`src/design/srsa_regs.svh`:
```
`ifndef SRSA_REGS_SVH
`define SRSA_REGS_SVH
// Register word indices; byte address is four times the index
`define SRSA_IDX_DIVIDER 8'h12
`define SRSA_IDX_AVGCFG 8'h15
`define SRSA_IDX_OFFSET_A1 8'h18
// Own status and result registers
`define SRSA_IDX_SUM_A 8'h70
`define SRSA_IDX_SUM_B 8'h78
`define SRSA_IDX_AVG_A 8'h64
`define SRSA_IDX_AVG_B 8'h68
`define SRSA_IDX_BUF 8'h60
`define SRSA_IDX_STATUS 8'h40
// Reset values
`define SRSA_DIVIDER_RST 16'h0028
`define SRSA_AVG_B_RST 3'h6
`define SRSA_AVG_A_RST 3'h0
`define SRSA_OFFSET_RST 16'h2000
// Field positions
`define SRSA_AVG_B_HI 10
`define SRSA_AVG_B_LO 8
`define SRSA_AVG_A_HI 6
`define SRSA_AVG_A_LO 4
// Timebase: 32 kHz tick from 100 MHz clock
`define SRSA_CLK_HZ 100000000
`define SRSA_TB_HZ 32000
`define SRSA_TB_CYCLES (`SRSA_CLK_HZ / `SRSA_TB_HZ)
`define SRSA_TB_MULT 4
`endif

```
`src/design/srsa_pkg.sv`:
```
package srsa_pkg;
  typedef struct packed {
    logic [26:0] sum;
    logic [15:0] avg;
  } srsa_result_s;
  typedef enum logic [1:0] {
    SRSA_IDLE = 2'b01,
    SRSA_ACC = 2'b10
  } srsa_state_e;
endpackage

```
`src/design/srsa_slot_avg.sv`:
```
`timescale 1ns/1ps
`default_nettype none
module srsa_slot_avg
  import srsa_pkg::*;
(
  input wire logic aclk,
  input wire logic aresetn,
  input wire logic [2:0] avg_code,
  input wire logic [15:0] offset,
  input wire logic sample_valid,
  input wire logic [15:0] sample_raw,
  output logic result_valid,
  output srsa_result_s result
);
  logic [26:0] acc_q, acc_d;
  logic [7:0] cnt_q, cnt_d;
  logic [2:0] code_q, code_d;
  logic rv_q, rv_d;
  srsa_result_s res_q, res_d;
  srsa_state_e st_q, st_d;
  logic [26:0] term;
  logic [7:0] need;

  always_comb begin
    term = {11'h000, sample_raw - offset};
    need = 8'(9'h001 << avg_code);
    acc_d = acc_q;
    cnt_d = cnt_q;
    code_d = avg_code;
    rv_d = 1'b0;
    res_d = res_q;
    st_d = st_q;
    case (st_q)
      SRSA_IDLE: begin
        acc_d = 27'h0000000;
        cnt_d = 8'h00;
        st_d = SRSA_ACC;
      end
      SRSA_ACC: begin
        if (code_q != avg_code) begin
          acc_d = 27'h0000000;
          cnt_d = 8'h00;
        end else if (sample_valid) begin
          if (cnt_q + 8'h01 == need) begin
            res_d.sum = acc_q + term;
            res_d.avg = 16'((acc_q + term) >> avg_code);
            rv_d = 1'b1;
            acc_d = 27'h0000000;
            cnt_d = 8'h00;
          end else begin
            acc_d = acc_q + term;
            cnt_d = cnt_q + 8'h01;
          end
        end
      end
      default: st_d = SRSA_IDLE;
    endcase
  end

  always_ff @(posedge aclk) begin
    if (!aresetn) begin
      acc_q <= 27'h0000000;
      cnt_q <= 8'h00;
      code_q <= 3'h0;
      rv_q <= 1'b0;
      res_q <= '0;
      st_q <= SRSA_IDLE;
    end else begin
      acc_q <= acc_d;
      cnt_q <= cnt_d;
      code_q <= code_d;
      rv_q <= rv_d;
      res_q <= res_d;
      st_q <= st_d;
    end
  end

  assign result_valid = rv_q;
  assign result = res_q;
endmodule
`default_nettype wire

```
`src/design/srsa_top.sv`:
```
// What this block does
// - Sample rate is 32 kHz over four times divider
// - Slot B sums 2^n samples, code reset 6
// - Group sum goes to wide sum words
// - Group average goes to 16-bit words, buffer
// - One result per completed group of samples
// - Slot A averages alike, code reset 0
// - Subtract slot A channel 1 offset first
//
// Decided for this implementation: the AXI4-Lite register port.
`timescale 1ns/1ps
`default_nettype none
`include "srsa_regs.svh"
module srsa_top
  import srsa_pkg::*;
(
  input wire logic aclk,
  input wire logic aresetn,
  input wire logic [31:0] s_axi_awaddr,
  input wire logic s_axi_awvalid,
  output logic s_axi_awready,
  input wire logic [31:0] s_axi_wdata,
  input wire logic [3:0] s_axi_wstrb,
  input wire logic s_axi_wvalid,
  output logic s_axi_wready,
  output logic [1:0] s_axi_bresp,
  output logic s_axi_bvalid,
  input wire logic s_axi_bready,
  input wire logic [31:0] s_axi_araddr,
  input wire logic s_axi_arvalid,
  output logic s_axi_arready,
  output logic [31:0] s_axi_rdata,
  output logic [1:0] s_axi_rresp,
  output logic s_axi_rvalid,
  input wire logic s_axi_rready,
  input wire logic slot_a_valid,
  input wire logic [15:0] slot_a_raw,
  input wire logic slot_b_valid,
  input wire logic [15:0] slot_b_raw,
  output logic sample_strobe,
  output logic slot_a_result_valid,
  output srsa_result_s slot_a_result,
  output logic slot_b_result_valid,
  output srsa_result_s slot_b_result
);
  // ----------------------------------------
  // Register file
  // ----------------------------------------
  logic [15:0] div_q, div_d, cfg_q, cfg_d, off_q, off_d;
  logic [15:0] buf_q, buf_d;
  logic [1:0] seen_q, seen_d;
  logic aw_q, aw_d, w_q, w_d, b_q, b_d, r_q, r_d;
  logic [7:0] awi_q, awi_d;
  logic [31:0] wd_q, wd_d, rd_q, rd_d;
  logic [1:0] bresp_q, bresp_d, rresp_q, rresp_d;
  logic [15:0] rdword;
  logic rdhit;
  logic [31:0] wdat_q, wdat_d;

  function automatic logic [7:0] word_idx(input logic [31:0] a);
    word_idx = a[9:2];
  endfunction

  function automatic logic [15:0] merge(input logic [15:0] o,
    input logic [31:0] d, input logic [3:0] s);
    merge = {s[1] ? d[15:8] : o[15:8], s[0] ? d[7:0] : o[7:0]};
  endfunction

  always_comb begin
    rdhit = 1'b1;
    case (word_idx(s_axi_araddr))
      `SRSA_IDX_DIVIDER: rdword = div_q;
      `SRSA_IDX_AVGCFG: rdword = cfg_q;
      `SRSA_IDX_OFFSET_A1: rdword = off_q;
      `SRSA_IDX_BUF: rdword = buf_q;
      `SRSA_IDX_AVG_A: rdword = slot_a_result.avg;
      `SRSA_IDX_AVG_B: rdword = slot_b_result.avg;
      `SRSA_IDX_SUM_A: rdword = slot_a_result.sum[15:0];
      `SRSA_IDX_SUM_A + 8'h04: rdword = {5'h00, slot_a_result.sum[26:16]};
      `SRSA_IDX_SUM_B: rdword = slot_b_result.sum[15:0];
      `SRSA_IDX_SUM_B + 8'h04: rdword = {5'h00, slot_b_result.sum[26:16]};
      `SRSA_IDX_STATUS: rdword = {14'h0000, seen_q};
      default: begin
        rdword = 16'h0000;
        rdhit = 1'b0;
      end
    endcase
  end

  assign s_axi_awready = !aw_q && !b_q;
  assign s_axi_wready = !w_q && !b_q;
  assign s_axi_arready = !r_q;

  always_comb begin
    div_d = div_q;
    cfg_d = cfg_q;
    off_d = off_q;
    aw_d = aw_q;
    w_d = w_q;
    b_d = b_q;
    r_d = r_q;
    awi_d = awi_q;
    wd_d = wd_q;
    rd_d = rd_q;
    bresp_d = bresp_q;
    rresp_d = rresp_q;
    buf_d = buf_q;
    seen_d = seen_q;
    if (s_axi_awvalid && s_axi_awready) begin
      aw_d = 1'b1;
      awi_d = word_idx(s_axi_awaddr);
    end
    if (s_axi_wvalid && s_axi_wready) begin
      w_d = 1'b1;
      wd_d = {s_axi_wdata[31:4], s_axi_wstrb};
      wd_d[3:0] = s_axi_wstrb;
    end
    if (aw_q && w_q) begin
      aw_d = 1'b0;
      w_d = 1'b0;
      b_d = 1'b1;
      bresp_d = 2'b00;
      case (awi_q)
        `SRSA_IDX_DIVIDER: div_d = merge(div_q, wdat_q, wd_q[3:0]);
        `SRSA_IDX_AVGCFG: cfg_d = merge(cfg_q, wdat_q, wd_q[3:0]);
        `SRSA_IDX_OFFSET_A1: off_d = merge(off_q, wdat_q, wd_q[3:0]);
        default: bresp_d = 2'b10;
      endcase
    end
    if (b_q && s_axi_bready) b_d = 1'b0;
    if (s_axi_arvalid && s_axi_arready) begin
      r_d = 1'b1;
      rd_d = {16'h0000, rdword};
      rresp_d = rdhit ? 2'b00 : 2'b10;
    end else if (r_q && s_axi_rready) begin
      r_d = 1'b0;
    end
    // Latest average of either slot lands in the buffer word; slot A wins when both arrive in one cycle
    if (slot_b_result_valid) buf_d = slot_b_result.avg;
    if (slot_a_result_valid) buf_d = slot_a_result.avg;
    if (slot_a_result_valid) seen_d[0] = 1'b1;
    if (slot_b_result_valid) seen_d[1] = 1'b1;
  end

  always_comb begin
    wdat_d = wdat_q;
    if (s_axi_wvalid && s_axi_wready) wdat_d = s_axi_wdata;
  end

  always_ff @(posedge aclk) begin
    if (!aresetn) begin
      div_q <= `SRSA_DIVIDER_RST;
      cfg_q <= {5'h00, `SRSA_AVG_B_RST, 1'b0, `SRSA_AVG_A_RST, 4'h0};
      off_q <= `SRSA_OFFSET_RST;
      aw_q <= 1'b0;
      w_q <= 1'b0;
      b_q <= 1'b0;
      r_q <= 1'b0;
      awi_q <= 8'h00;
      wd_q <= 32'h00000000;
      wdat_q <= 32'h00000000;
      rd_q <= 32'h00000000;
      bresp_q <= 2'b00;
      rresp_q <= 2'b00;
      buf_q <= 16'h0000;
      seen_q <= 2'b00;
    end else begin
      div_q <= div_d;
      cfg_q <= cfg_d;
      off_q <= off_d;
      aw_q <= aw_d;
      w_q <= w_d;
      b_q <= b_d;
      r_q <= r_d;
      awi_q <= awi_d;
      wd_q <= wd_d;
      wdat_q <= wdat_d;
      rd_q <= rd_d;
      bresp_q <= bresp_d;
      rresp_q <= rresp_d;
      buf_q <= buf_d;
      seen_q <= seen_d;
    end
  end

  assign s_axi_bvalid = b_q;
  assign s_axi_bresp = bresp_q;
  assign s_axi_rvalid = r_q;
  assign s_axi_rdata = rd_q;
  assign s_axi_rresp = rresp_q;

  // ----------------------------------------
  // Sample rate timebase
  // ----------------------------------------
  // 32 kHz tick, then divide by four times the divider value
  logic [15:0] tb_q, tb_d;
  logic [17:0] sc_q, sc_d;
  logic st_q, st_d;
  logic tick;
  assign tick = (tb_q == 16'(`SRSA_TB_CYCLES - 1));
  always_comb begin
    tb_d = tick ? 16'h0000 : tb_q + 16'h0001;
    sc_d = sc_q;
    st_d = 1'b0;
    if (tick) begin
      // Zero divider stops sampling instead of running flat out
      if (div_q != 16'h0000 &&
          sc_q + 18'h00001 >= 18'(div_q) * 18'(`SRSA_TB_MULT)) begin
        sc_d = 18'h00000;
        st_d = 1'b1;
      end else begin
        sc_d = sc_q + 18'h00001;
      end
    end
  end
  always_ff @(posedge aclk) begin
    if (!aresetn) begin
      tb_q <= 16'h0000;
      sc_q <= 18'h00000;
      st_q <= 1'b0;
    end else begin
      tb_q <= tb_d;
      sc_q <= sc_d;
      st_q <= st_d;
    end
  end
  assign sample_strobe = st_q;

  // ----------------------------------------
  // Slot averagers
  // ----------------------------------------
  // Slot B has no offset register here, so nothing is subtracted
  srsa_slot_avg u_slot_a (
    .aclk(aclk),
    .aresetn(aresetn),
    .avg_code(cfg_q[`SRSA_AVG_A_HI:`SRSA_AVG_A_LO]),
    .offset(off_q),
    .sample_valid(slot_a_valid),
    .sample_raw(slot_a_raw),
    .result_valid(slot_a_result_valid),
    .result(slot_a_result)
  );
  srsa_slot_avg u_slot_b (
    .aclk(aclk),
    .aresetn(aresetn),
    .avg_code(cfg_q[`SRSA_AVG_B_HI:`SRSA_AVG_B_LO]),
    .offset(16'h0000),
    .sample_valid(slot_b_valid),
    .sample_raw(slot_b_raw),
    .result_valid(slot_b_result_valid),
    .result(slot_b_result)
  );
endmodule
`default_nettype wire

```
`config.mk`:
```
export PLATFORM = sky130hd
export DESIGN_NAME = srsa_top
export DESIGN_NICKNAME = d
export VERILOG_FILES = /design/src/design/srsa_pkg.sv /design/src/design/srsa_slot_avg.sv /design/src/design/srsa_top.sv
export VERILOG_INCLUDE_DIRS = /design/src /design/src/design
export SDC_FILE = /design/constraint.sdc
export NUM_CORES = 1
export LEC_CHECK = 0
export BUFFER_PORTS_ARGS = -buffer_cell sky130_fd_sc_hd__clkbuf_2
export CAP_MARGIN = 20
export CORE_UTILIZATION = 25
export DETAILED_ROUTE_END_ITERATION = 6
export GPL_ROUTABILITY_DRIVEN = 0
export GPL_TIMING_DRIVEN = 0
export HOLD_SLACK_MARGIN = 0.15
export REMOVE_ABC_BUFFERS = 1
export SLEW_MARGIN = 20
export SYNTH_ARGS = -nofsm -noshare
export SYNTH_HDL_FRONTEND = slang
export SYNTH_HIERARCHICAL = 1
export SYNTH_SLANG_ARGS = --single-unit
```
`constraint.sdc`:
```
create_clock -name aclk -period 8.4 [get_ports aclk]
set_clock_uncertainty 0.05 [all_clocks]
set_input_delay 1.68 -clock aclk [delete_from_list [all_inputs] [get_ports aclk]]
set_output_delay 1.68 -clock aclk [all_outputs]
set_load 0.02 [all_outputs]
```
Word-level counts from Yosys, hierarchy flattened. Index checks and enable logic that the tools add are counted.

Bits of input ports: 141. Logic and storage cells: 146. Register bits: 319. Output and inout bits: 130.

Add/subtract/negate cells: 7. Multiplexer cells: 30. Order comparisons: 1. Shift-type cells: 4. Bitwise gates (word level): 7. Equal/unequal tests: 25. Reduce and logical (&&, ||, !) cells: 36.

Operators with widths (number): 16-bit case mux with 11 select lines (1); 27-bit 2-to-1 mux (6); 27-bit case mux with 2 select lines (2); 8-bit by 7-bit == test with 1-bit output (second input constant) (8); 27-bit by 16-bit adder with 27-bit output (2); 27-bit by 3-bit >> shifter with 16-bit output (2); 8-bit by 5-bit == test with 1-bit output (second input constant) (6); 8-bit 2-to-1 mux (6); 16-bit 2-to-1 mux (2); 8-bit case mux with 2 select lines (2); 18-bit by 1-bit adder with 18-bit output (second input constant) (1); 18-bit >= comparator (1); 18-bit 2-to-1 mux (1); 3-bit AND reduction (6); 16-bit by 1-bit adder with 16-bit output (second input constant) (1); 8-bit by 1-bit adder with 8-bit output (second input constant) (2); 16-bit by 12-bit == test with 1-bit output (second input constant) (1); 8-bit == test (2); 16-bit nonzero test (1); 1-bit by 3-bit << shifter with 8-bit output (first input constant) (2); 16-bit subtractor (1); 11-bit OR reduction (1); 1-bit logical AND (9); 2-bit case mux with 2 select lines (2); other kinds (14) (42).

Depth between registers and ports, before layout. Gate-level depths: netlist (run 1).

Depth in word-level cells: 6. Gate-level depth with buffers: 23. Depth with buffers taken out: 22.

Cells and area by module. The synthesis (run 1) kept the hierarchy.

Modules (own cells, without submodules): srsa_slot_avg (area an instance 5666.7 sq um, instances 2, cells an instance 702, seq. area each 1681.6 sq um); srsa_top (area an instance 8067.7 sq um, instances 1, cells an instance 962, seq. area each 2982.9 sq um).

Least setup slack after synthesis (run 1). Ideal clock, no wire load.

Path kind: input-to-reg. Start point: input slot_a_raw[0]. End point: register u_slot_a.res_q (netlist bit u_slot_a/result[14]). Path slack: 2.395 ns. Setup time: 0.091 ns. Stages on the path: 23. Arrival: 5.864 ns. Path buffers: 1. Data required time: 8.259 ns. Cells stage by stage: inv_1 > ha_1 > fa_1 > nor2b_1 > o21ai_0 > a21boi_0 > o21ai_0 > a21boi_0 > o2111ai_1 > nand2_1 > nor2_1 > xnor2_1 > ha_1 > nand3_2 > a211oi_4 > a21oi_2 > o31a_1 > or3b_1 > buf_6 > a32oi_1 > o211ai_1 > mux2_4 > a311oi_1.

Cells in the longest elaborated chain, start to end: 3.

RTL lines: start: declaration (line srsa_top.sv:37) `input wire logic [15:0] slot_a_raw,`; 16-bit subtractor (line srsa_slot_avg.sv:25) `term = {11'h000, sample_raw - offset};`; 27-bit by 16-bit adder with 27-bit output (line srsa_slot_avg.sv:46) `res_d.avg = 16'((acc_q + term) >> avg_code);`; 27-bit by 3-bit >> shifter with 16-bit output (line srsa_slot_avg.sv:46); end signal: assignment (line srsa_slot_avg.sv:73) `res_q <= res_d;`; end: declaration (line srsa_slot_avg.sv:19) `srsa_result_s res_q, res_d;`.

Every way passes these cells. A chain may end at the register's enable or synchronous reset.

Final worst setup path (run 1).
Start point: input slot_a_raw[1]. End point: register u_slot_a.res_q (netlist bit u_slot_a/result[10]).

Same word-level chain as after synthesis.

==> out/qor.yml, run 1 <==
clock_power_share_pct: 41.2
cp-start-kind: "input pin"
finish.instance_area_um2: 22700
timing.final.ws_setup_ns: 2.06
hold_path.class: "flip-flop to flip-flop"
firstDrtPassIters: 6
rsz0062_at_grt: "false"
regArea_um2: 6350
die-area_um2: 78700
pre_cts_ws_ns: 1.63
synth_cell_types: 90
yosysSeqAreaShare_pct: 32.7
via_per_inst: 5.00
netlist_area_um2: 19400
yosys_most_used_dff: "dfxtp_1"
ir_drop_mv: 0.120
multi_input_comb_area_um2: 12200
coreArea_um2: 76300
antenna_found_initial: 2
crit_slowest_cell: "a2111oi_0"
placed_cell_area_um2: 21400
finalSetupViolCount: 0
crit_path_end_kind: "flip-flop"
die_w_um: 281
ys_top_cells_by_count: "dfxtp_1, nand2_1, nor2_1"
drive_gt1_share_pct: 14.7
ant_nets: 0
nets: 2725
post_cts_buffers: 0
p_per_area_nw_per_um2: 182
yosys_warnings: 6
cts_tree: "built"
synthCells: 2366
grt_start_max_net_pins: 111
insertion_delay_ns: 0.56
maxCapViolCount: 0
portBuffers: 186
gr-total-overflow: 0
row_count: 101
cts_root_buf: "clkbuf_16"
synth_top_area_share_pct: 32.7
swShare_pct: 30.8
power_switching_uw: 1270
hold_slack_ns: 0.405
area_delta_synth_final_pct: 16.9
arrival_ns: 6.71
cts.sinks: 317
period_minus_slack_ns: 6.34
die_h_um: 281
async_flop_share_pct: 0
pin_count: 271
synth_edf_count: 0
path_clk_slew_ns: 0.06
cp_cell_sequence: "clkbuf_2 > ha_1 > nor2b_1 > o21ai_0 > a21oi_1 > o211ai_1 > a21oi_1 > a2111oi_0 > nor2_1 > xnor2_1 > ha_1 > a21o_1 > a211o_1 > a211oi_1 > o31a_1 > xnor2_1 > mux2i_1 > mux2_2 > a211oi_1 > nor3_1"
max_freq_mhz: 158
grt_pass1_wl_um: 98500
initial_utilization_pct: 25.4
p_comb_share_pct: 19.5
drtIter0Drc: 1789
cts_resized: 0
tns_ns: 0
drv_slew: 0
numCtsBuffers: 38
avgRoutedWirePerCell_um: 18.6
status: "finished clean"
fill_cells: 8253
yosysMostFrequentCell: "dfxtp_1"
grt_use_total_pct: 16.3
path_class: "input pin to flip-flop"
cts_hold_buf: 0
grt_pass1_vias: 16000
synth_area_leader_cell: "dfxtp_1"
drt_wl_total_um: 65900
antenna_cells: 0
cts_buffer_depth: 3
power.leakage_uw: 0.00870
drc: 0
relSlewSlack_pct: 22.5
max_stage_delay_ns: 0.75
ys_seq_elements: 317
vias: 17700
r2r_slack_ns: 2.74
h-tree-depth: 2
synthTopCellsByArea: "dfxtp_1, ha_1, nand2_1"
cpLargestDelayFamily: "compound AO/OA/AOI/OAI gates"
seq_power_share_pct: 39.3
cp_data_required_time_ns: 8.76
cp_max_fo: 7
dp_hpwl_um: 50300
finalHoldViolations: 0
critPathBufInv: 1
internal_power_uw: 2860
tightest_slew_ns: 1.16
final.period_utilization_pct: 75.5
syn_area_per_cell_um2: 8.20
-- power groups by stage --
stage	registers, uW	logic (uW)	clock network, uW
after floorplan	1640	443	0
after global placement	1650	708	0
after detailed placement	1650	797	0
after CTS	1620	798	1740
after global routing	1620	869	1800
final	1620	805	1700
-- per-stage QoR --
step	utilization, %	power (uW)	instances
after CTS	29.7	4160	3547
after floorplan	-	2090	2250
after detailed placement	28.0	2450	3480
after global placement	27.6	2360	3466
after global routing	29.7	4290	3547
final	29.7	4130	3547
-- cells in the final DEF, fill, tap and decap left out, types with 15 or more instances in the layout --
master     count
a211oi_1      37
a21oi_1      103
o21ai_0      109
dfxtp_1      310
conb_1        35
a21boi_0      31
mux4_2        19
inv_1        104
mux2i_1       99
nand2b_1      15
and2_1        33
nand2_1      297
ha_1          90
o211ai_1      16
nor3_1        39
nand3_1       63
o22ai_1       22
a31oi_1       26
xor2_1        45
clkbuf_2     185
clkbuf_16     38
a22oi_1       62
nor2b_1       59
mux2_2        26
nor2_1       220
and3_1        28
nand4_1       23
xnor2_1       76
-- sequential cells by signal, summed over array words and instances (netlist names), 18 cells and up --
| register | flops |
|---|---|
| u_slot_a/result | 43 |
| u_slot_b/result | 43 |
| u_slot_a/acc_q | 27 |
| u_slot_b/acc_q | 27 |
| sc_q | 18 |
-- cell families (layout without fill, tap and decap cells) --
logic type | after synthesis | after routing | synth area share [%]
other | 1 | 35 | 0.0193
AO/OA/AOI/OAI | 563 | 563 | 19.7
adder cells (fa/ha/maj) | 94 | 94 | 6.22
XOR/XNOR | 121 | 121 | 5.46
buffers and inverters | 258 | 375 | 5.67
multiplexers | 146 | 146 | 8.98
flip-flops | 317 | 317 | 32.7
AND/OR/NAND/NOR | 866 | 866 | 21.2
-- routing by layer --
metal | GRT usage (%) | routed length, um | vias to the layer above
met1 | 23.2 | 30500 | 8375
met2 | 24.1 | 27800 | 635
met3 | 4.06 | 5960 | 93
met5 | 0 | 14 | -
met4 | 4.60 | 1590 | 4
li1 | - | - | 8612
-- tightest hold or removal path, stage by stage, from the launching register on --
cell and delay, ns:
dfxtp_1 0.32, nand2_1 0.05, o21ai_0 0.05
-- final cells by class --
| class | count | share of cell area (%) |
|---|---|---|
| tap | 1030 | 5.68 |
| timing repair buffer | 200 | 5.24 |
| inverter | 108 | 1.81 |
| clock buffer | 52 | 4.73 |
| multi-input combinational | 1825 | 53.6 |
| clock inverter | 15 | 0.872 |
| sequential | 317 | 28.0 |
-- worst paths after layout --
| path | start | endpoint | cells past startpoint |
|---|---|---|---|
| setup / recovery | slot_a_raw[1] | u_slot_a/result[10] | 20 |
| hold / removal | s_axi_rdata[3] | s_axi_rdata[3] | 2 |
| setup reg to reg | off_q[1] | u_slot_a/result[10] | 20 |
| hold reg to reg | s_axi_rdata[3] | s_axi_rdata[3] | 2 |
(Power assumes the default switching activity.)
==> inputs of run 2 (changes only) <==
Settings changed: ABC_AREA set to 1.
Clock period 8.4 ns to 6 ns, I/O delays scaled along.
==> run 2 against run 1 <==
Effect of this change:
- die area grew 5.9%
- final area grew 4.5%
- synthesized cell count grew 37%
- wire length grew 13%
- hold slack gained 0.0024 ns
- worst setup slack lost 0.66 ns
- total power grew 35%
- utilization shrank 0.43 points
- critical path depth grew 5
- final cell count grew 25%
- global-route usage grew 1.1 points
- largest power group unchanged
==> out/qor.yml, run 2 <==
status: "finished clean"  # unchanged
top_layer: "met5"  # unchanged
synth_top_area_share_pct: 30.9  # was 32.7%
met1Wirelength_um: 33100  # was 30500 um
synth_area_leader_cell: "dfxtp_1"  # unchanged
nets: 3593  # was 2725
power.leakage_uw: 0.0109  # was 0.00870 uW
yosys_warnings: 6  # unchanged
synth_edf_count: 0  # unchanged
grt_start_max_net_pins: 99  # was 111
period_minus_slack_ns: 4.60
h-tree-depth: 2  # unchanged
crit_slowest_cell: "fa_1"  # was a2111oi_0
crit_top_cell: "nand2_1"
p_per_area_nw_per_um2: 236  # was 182 nW/um^2
ys_seq_elements: 317  # unchanged
yosysSeqAreaShare_pct: 30.9  # was 32.7%
hold_path.class: "flip-flop to flip-flop"  # unchanged
yosys.area_share.xor_xnor_pct: 3.88  # was 5.46%
post_cts_buffers: 0  # unchanged
grt_pass1_wl_um: 112000  # was 98500 um
synthTopCellsByArea: "dfxtp_1, nand2_1, nand3_1"  # was dfxtp_1, ha_1, nand2_1
cts_tree: "built"  # unchanged
finalHoldViolations: 0  # unchanged
yosysMostFrequentCell: "nand2_1"  # was dfxtp_1
final_common_cell: "nand2_1"  # was dfxtp_1
firstDrtPassIters: 6  # unchanged
arrival_ns: 5.03  # was 6.71 ns
maxCapViolCount: 0  # unchanged
area_delta_synth_final_pct: 15.2  # was 16.9%
yosys_most_used_dff: "dfxtp_1"  # unchanged
portBuffers: 186  # unchanged
syn_area_per_cell_um2: 6.36  # was 8.20 um^2
insertion_delay_ns: 0.57  # was 0.56 ns
cts_root_buf: "clkbuf_16"  # unchanged
synth_top_family_by_area: "simple AND/OR/NAND/NOR gates"  # unchanged
cp_data_required_time_ns: 6.43  # was 8.76 ns
yosys.area_share.simple_pct: 36.2  # was 21.2%
ant_nets: 0  # unchanged
finish.instance_area_um2: 23700  # was 22700 um^2
path_class: "input pin to flip-flop"  # unchanged
grt_pass1_vias: 18900  # was 16000
fin_cells: 4447  # was 3547
avgRoutedWirePerCell_um: 16.7  # was 18.6 um
pin_count: 271  # unchanged
row_count: 104  # was 101
drtIter0Drc: 1816  # was 1789
crit_path_end_kind: "flip-flop"  # unchanged
coreArea_um2: 80900  # was 76300 um^2
numCtsBuffers: 38  # unchanged
cts_buffer_depth: 3  # unchanged
initial_utilization_pct: 25.4  # about the same
yosys.area_share.adder_pct: 5.87  # was 6.22%
ir_drop_mv: 0.154  # was 0.120 mV
cp-start-kind: "input pin"  # unchanged
async_flop_share_pct: 0  # unchanged
die_h_um: 289  # was 281 um
drive_gt1_share_pct: 9.95  # was 14.7%
antenna_found_initial: 5  # was 2
synthCells: 3232  # was 2366
timing.final.ws_setup_ns: 1.40  # was 2.06 ns
fill_cells: 9018  # was 8253
synthMuxAreaShare_pct: 0  # was 8.98%
max_freq_mhz: 217
final.period_utilization_pct: 76.7
ys_top_cells_by_count: "nand2_1, nor2_1, inv_1"  # was dfxtp_1, nand2_1, nor2_1
cts_resized: 0  # unchanged
drt_wl_total_um: 74400  # was 65900 um
max_stage_delay_ns: 0.42  # was 0.75 ns
cts.sinks: 317  # unchanged
relSlewSlack_pct: 29.0  # was 22.5%
tns_ns: 0  # unchanged
die_w_um: 289  # was 281 um
synth-compound-area-share_pct: 12.5  # was 19.7%
rsz0062_at_grt: "false"  # unchanged
die-area_um2: 83400  # was 78700 um^2
tightest_slew_ns: 1.06  # was 1.16 ns
drv_slew: 0  # unchanged
gr-total-overflow: 0  # unchanged
critPathBufInv: 4  # was 1
placed_cell_area_um2: 22300  # was 21400 um^2
met2_length_um: 32500  # was 27800 um
drc: 0  # unchanged
cp_max_fo: 5  # was 7
dp_hpwl_um: 57600  # was 50300 um
netlist_area_um2: 20600  # was 19400 um^2
grt_use_total_pct: 17.5  # was 16.3%
place_inst: 4378  # was 3480
via_per_inst: 4.68  # was 5.00
vias: 20800  # was 17700
synth_cell_types: 53  # was 90
final_cell_mix: "nand2_1, nor2_1, inv_1, nand3_1, dfxtp_1"  # was dfxtp_1, nand2_1, nor2_1, clkbuf_2, o21ai_0
finalSetupViolCount: 0  # unchanged
finish.utilization_pct: 29.3  # was 29.7%
cts_hold_buf: 0  # unchanged
dr_wl_met3_um: 6510  # was 5960 um
cpLargestDelayFamily: "simple AND/OR/NAND/NOR gates"  # was compound AO/OA/AOI/OAI gates
pre_cts_ws_ns: 0.880  # was 1.63 ns
path_clk_slew_ns: 0.06  # about the same
## run 2: changes by cell type after synthesis, moves of 34 or more
cell and delta:
a211oi_1 -34, mux2i_1 -99, nor2b_1 -59, xnor2_1 -46
inv_1 +252, nand3_1 +271, nor2_1 +147, a22oi_1 -62
o21ai_0 +44, a21oi_1 +135, clkbuf_1 -43, nand2_1 +581
## run 2: area by class of cell
class / instances / area, um^2 / share of cell area [%]
multi-input cells: 2439 / 12200 / 51.4
flip-flops and latches: 317 / 6350 / 26.8
inverters: 371 / 1400 / 5.92
well taps: 1060 / 1330 / 5.60
repair buffers: 191 / 1070 / 4.51
clock buffers: 45 / 1010 / 4.25
clock inverters: 23 / 354 / 1.49
diodes: 1 / 2.50 / 0.0106
## run 2: layer usage
| metal | global-route usage, % | vias to the layer above |
|---|---|---|
| met5 | 0 | - |
| li1 | - | 10600 |
| met1 | 23.3 | 9432 |
| met3 | 4.54 | 117 |
| met4 | 5.50 | 8 |
| met2 | 27.3 | 648 |
## run 2: stage by stage
| stage | hold slack, ns | power (uW) |
|---|---|---|
| CTS | 0.406 | 5640 |
| global placement | 0.392 | 3050 |
| detailed placement | 0.397 | 3080 |
| floorplan | 0.373 | 2760 |
| global route | 0.425 | 5830 |
| finish | 0.407 | 5590 |
## run 2: final timing paths
path                       from             endpoint  slack, ns  depth (start not counted)
setup / recovery  slot_a_raw[0]  u_slot_a/result[11]       1.40                         25
hold / removal         cfg_q[7]             cfg_q[7]       0.41                          2
setup reg to reg       off_q[2]  u_slot_a/result[11]       1.84                         22
hold reg to reg        cfg_q[7]             cfg_q[7]       0.41                          2
## run 2: cell families (layout without fill, tap and decap cells)
family / after synthesis / in the layout
buffers and inverters: 510 / 630
AO/OA/AOI/OAI: 482 / 482
other: 1 / 36
AND/OR/NAND/NOR: 1737 / 1737
flip-flops: 317 / 317
XOR/XNOR: 91 / 91
adder cells (fa/ha/maj): 94 / 94
## run 2: worst min-delay path: stages (launching register included)
cell and delay, ns:
dfxtp_1 0.31, inv_1 0.05, a21oi_1 0.05
## run 2: power by group
group          total [uW]  internal, uW  leakage (uW)  switching [uW]
registers            2210          2150       0.00257            60.3
logic                 828           253       0.00771             575
clock network        2550          1560      0.000664             992
==> inputs of run 3 (changes only) <==
Settings changed: ABC_AREA 1 to 0.
Clock period 6 ns to 4.53 ns, I/O delays scaled along.
==> run 3 against run 2 <==
Effect of this change:
- the run now ends with design-rule violations, negative setup slack left
- final cell count fell by 19%
- sequential share of layout area decreased by 0.44 points
- sequential power up 36%
- critical path depth shrank 2
- via count fell by 13%
- global-route usage is 0.96 points lower
- non-clock buffer count is 76 higher
- clock-buffer cell count up 7
- final area up 1.9%
==> out/qor.yml, run 3 (synthesis gave the netlist of run 1 again) <==
grt_use_total_pct: 16.5  # was 17.5%
dp_hpwl_um: 50300  # was 57600 um
die-area_um2: 78700  # was 83400 um^2
ant_nets: 0  # unchanged
insertion_delay_ns: 0.57  # about the same
cp_data_required_time_ns: 4.95  # was 6.43 ns
maxCapViolCount: 0  # unchanged
max_freq_mhz: 205
area_delta_synth_final_pct: 24.4  # was 15.2%
cts_buffer_depth: 3  # unchanged
tightest_slew_ns: 1.13  # was 1.06 ns
cts_hold_buf: 0  # unchanged
finalSetupViolCount: 19  # was 0
nets: 2792  # was 3593
relSlewSlack_pct: 24.6  # was 29.0%
final_cell_mix: "dfxtp_1, nand2_1, nor2_1, clkbuf_2, inv_1"  # was nand2_1, nor2_1, inv_1, nand3_1, dfxtp_1
min_path_cells: 2  # unchanged
firstDrtPassIters: 7  # was 6
antenna_cells: 0  # was 1
cts_root_buf: "clkbuf_16"  # unchanged
power_switching_uw: 2460  # was 1630 uW
finalHoldViolations: 0  # unchanged
cp_cell_sequence: "buf_8 > inv_4 > ha_4 > fa_2 > nor2b_2 > o21ai_2 > a21boi_2 > o21ai_2 > a21boi_2 > o2111ai_2 > nand2_1 > nor2_2 > xnor2_1 > ha_1 > nand3_2 > a211oi_4 > a21oi_4 > o31a_1 > or3b_4 > a32oi_1 > o211ai_1 > mux2_4 > a311oi_2"
hold_path.class: "flip-flop to flip-flop"  # unchanged
rsz0062_at_grt: "true"  # was false
period_minus_slack_ns: 4.88
p_total_uw: 7860  # was 5590 uW
crit_cells: 23  # was 25
portBuffers: 186  # unchanged
path_class: "input pin to flip-flop"  # unchanged
coreArea_um2: 76300  # was 80900 um^2
grt_pass1_vias: 16300  # was 18900
cp-start-kind: "input pin"  # unchanged
p_comb_share_pct: 21.4  # was 14.8%
grt_pass1_wl_um: 99700  # was 112000 um
tns_ns: -3.06  # was 0 ns
path_clk_slew_ns: 0.06  # about the same
die_h_um: 281  # was 289 um
clock_power_share_pct: 40.3  # was 45.6%
pre_cts_ws_ns: -1.47  # was 0.880 ns
status: "finished with violations"  # was finished clean
ir_drop_mv: 0.221  # was 0.154 mV
antenna_found_initial: 2  # was 5
cts_tree: "built"  # unchanged
initial_utilization_pct: 25.4  # about the same
pin_count: 271  # unchanged
cts.sinks: 317  # unchanged
timing.final.ws_setup_ns: -0.352  # was 1.40 ns
cpLargestDelayFamily: "compound AO/OA/AOI/OAI gates"  # was simple AND/OR/NAND/NOR gates
avgRoutedWirePerCell_um: 18.9  # was 16.7 um
vias: 18200  # was 20800
drc: 1  # was 0
arrival_ns: 5.30  # was 5.03 ns
numCtsBuffers: 38  # unchanged
power.leakage_uw: 0.00934  # was 0.0109 uW
row_count: 101  # was 104
grt_start_max_net_pins: 111  # was 99
seq_power_share_pct: 38.3  # was 39.6%
drive_gt1_share_pct: 21.6  # was 9.95%
drv_slew: 0  # unchanged
drt_wl_total_um: 68300  # was 74400 um
failed_checks: "design-rule violations, negative setup slack"
p_per_area_nw_per_um2: 325  # was 236 nW/um^2
finish.utilization_pct: 31.6  # was 29.3%
r2r_cells: 21  # was 22
final_common_cell: "dfxtp_1"  # was nand2_1
max_stage_delay_ns: 0.45  # was 0.42 ns
die_w_um: 281  # was 289 um
critPathBufInv: 2  # was 4
drtIter0Drc: 1980  # was 1816
gr-total-overflow: 0  # unchanged
h-tree-depth: 2  # unchanged
crit_slowest_cell: "or3b_4"  # was fa_1
cp_max_fo: 5  # unchanged
final.period_utilization_pct: 108
swShare_pct: 31.3  # was 29.1%
via_per_inst: 5.04  # was 4.68
internal_power_uw: 5400  # was 3960 uW
crit_path_end_kind: "flip-flop"  # unchanged
-- run 3: per-layer routing --
layer | vias to the layer above | GRT usage (%) | routed length [um]
met5 | - | 0 | 14
met2 | 690 | 24.6 | 29600
met4 | 4 | 4.62 | 1650
li1 | 8725 | - | -
met3 | 102 | 4.02 | 6030
met1 | 8695 | 23.3 | 31000
-- run 3: area by class of cell --
class                      instances  area [um^2]
sequential                       317         6360
clock buffer                      52         1070
inverter                         108          417
clock inverter                    15          198
multi-input combinational       1825        13100
fill                            8092        52200
tap                             1030         1290
timing repair buffer             267         1740
-- run 3: repair_timing --
action	in CTS	in global routing
resized for setup	75	120
pin swaps	41	81
setup buffers	28	39
endpoints found under the setup margin	66	54
-- run 3: stage by stage --
step | std cells | hold slack [ns] | cell area (um^2)
2_1_floorplan | 2250 | 0.376 | 18800
3_3_place_gp | 3466 | 0.391 | 21100
3_5_place_dp | 3480 | 0.394 | 21400
4_1_cts | 3575 | 0.407 | 23200
5_1_grt | 3614 | 0.424 | 24100
6_report | 3614 | 0.402 | 24100
-- run 3: worst min-delay path: stages (launching register included) --
cell	delay (ns)
dfxtp_1	0.32
nand2_1	0.05
o21ai_0	0.05
-- run 3: worst paths after layout --
check                 startpoint                  end  slack (ns)
setup / recovery   slot_a_raw[0]  u_slot_a/result[14]       -0.35
setup reg to reg        off_q[0]  u_slot_a/result[14]       -0.33
hold reg to reg   s_axi_rdata[3]       s_axi_rdata[3]        0.40
hold / removal    s_axi_rdata[3]       s_axi_rdata[3]        0.40
-- run 3: power by group through the flow --
stage	registers [uW]	clock network [uW]	logic, uW
2_1_floorplan	3050	0	821
3_3_place_gp	3060	0	1310
3_5_place_dp	3060	0	1480
4_1_cts	3000	3230	1540
5_1_grt	3010	3340	1790
6_report	3010	3170	1680
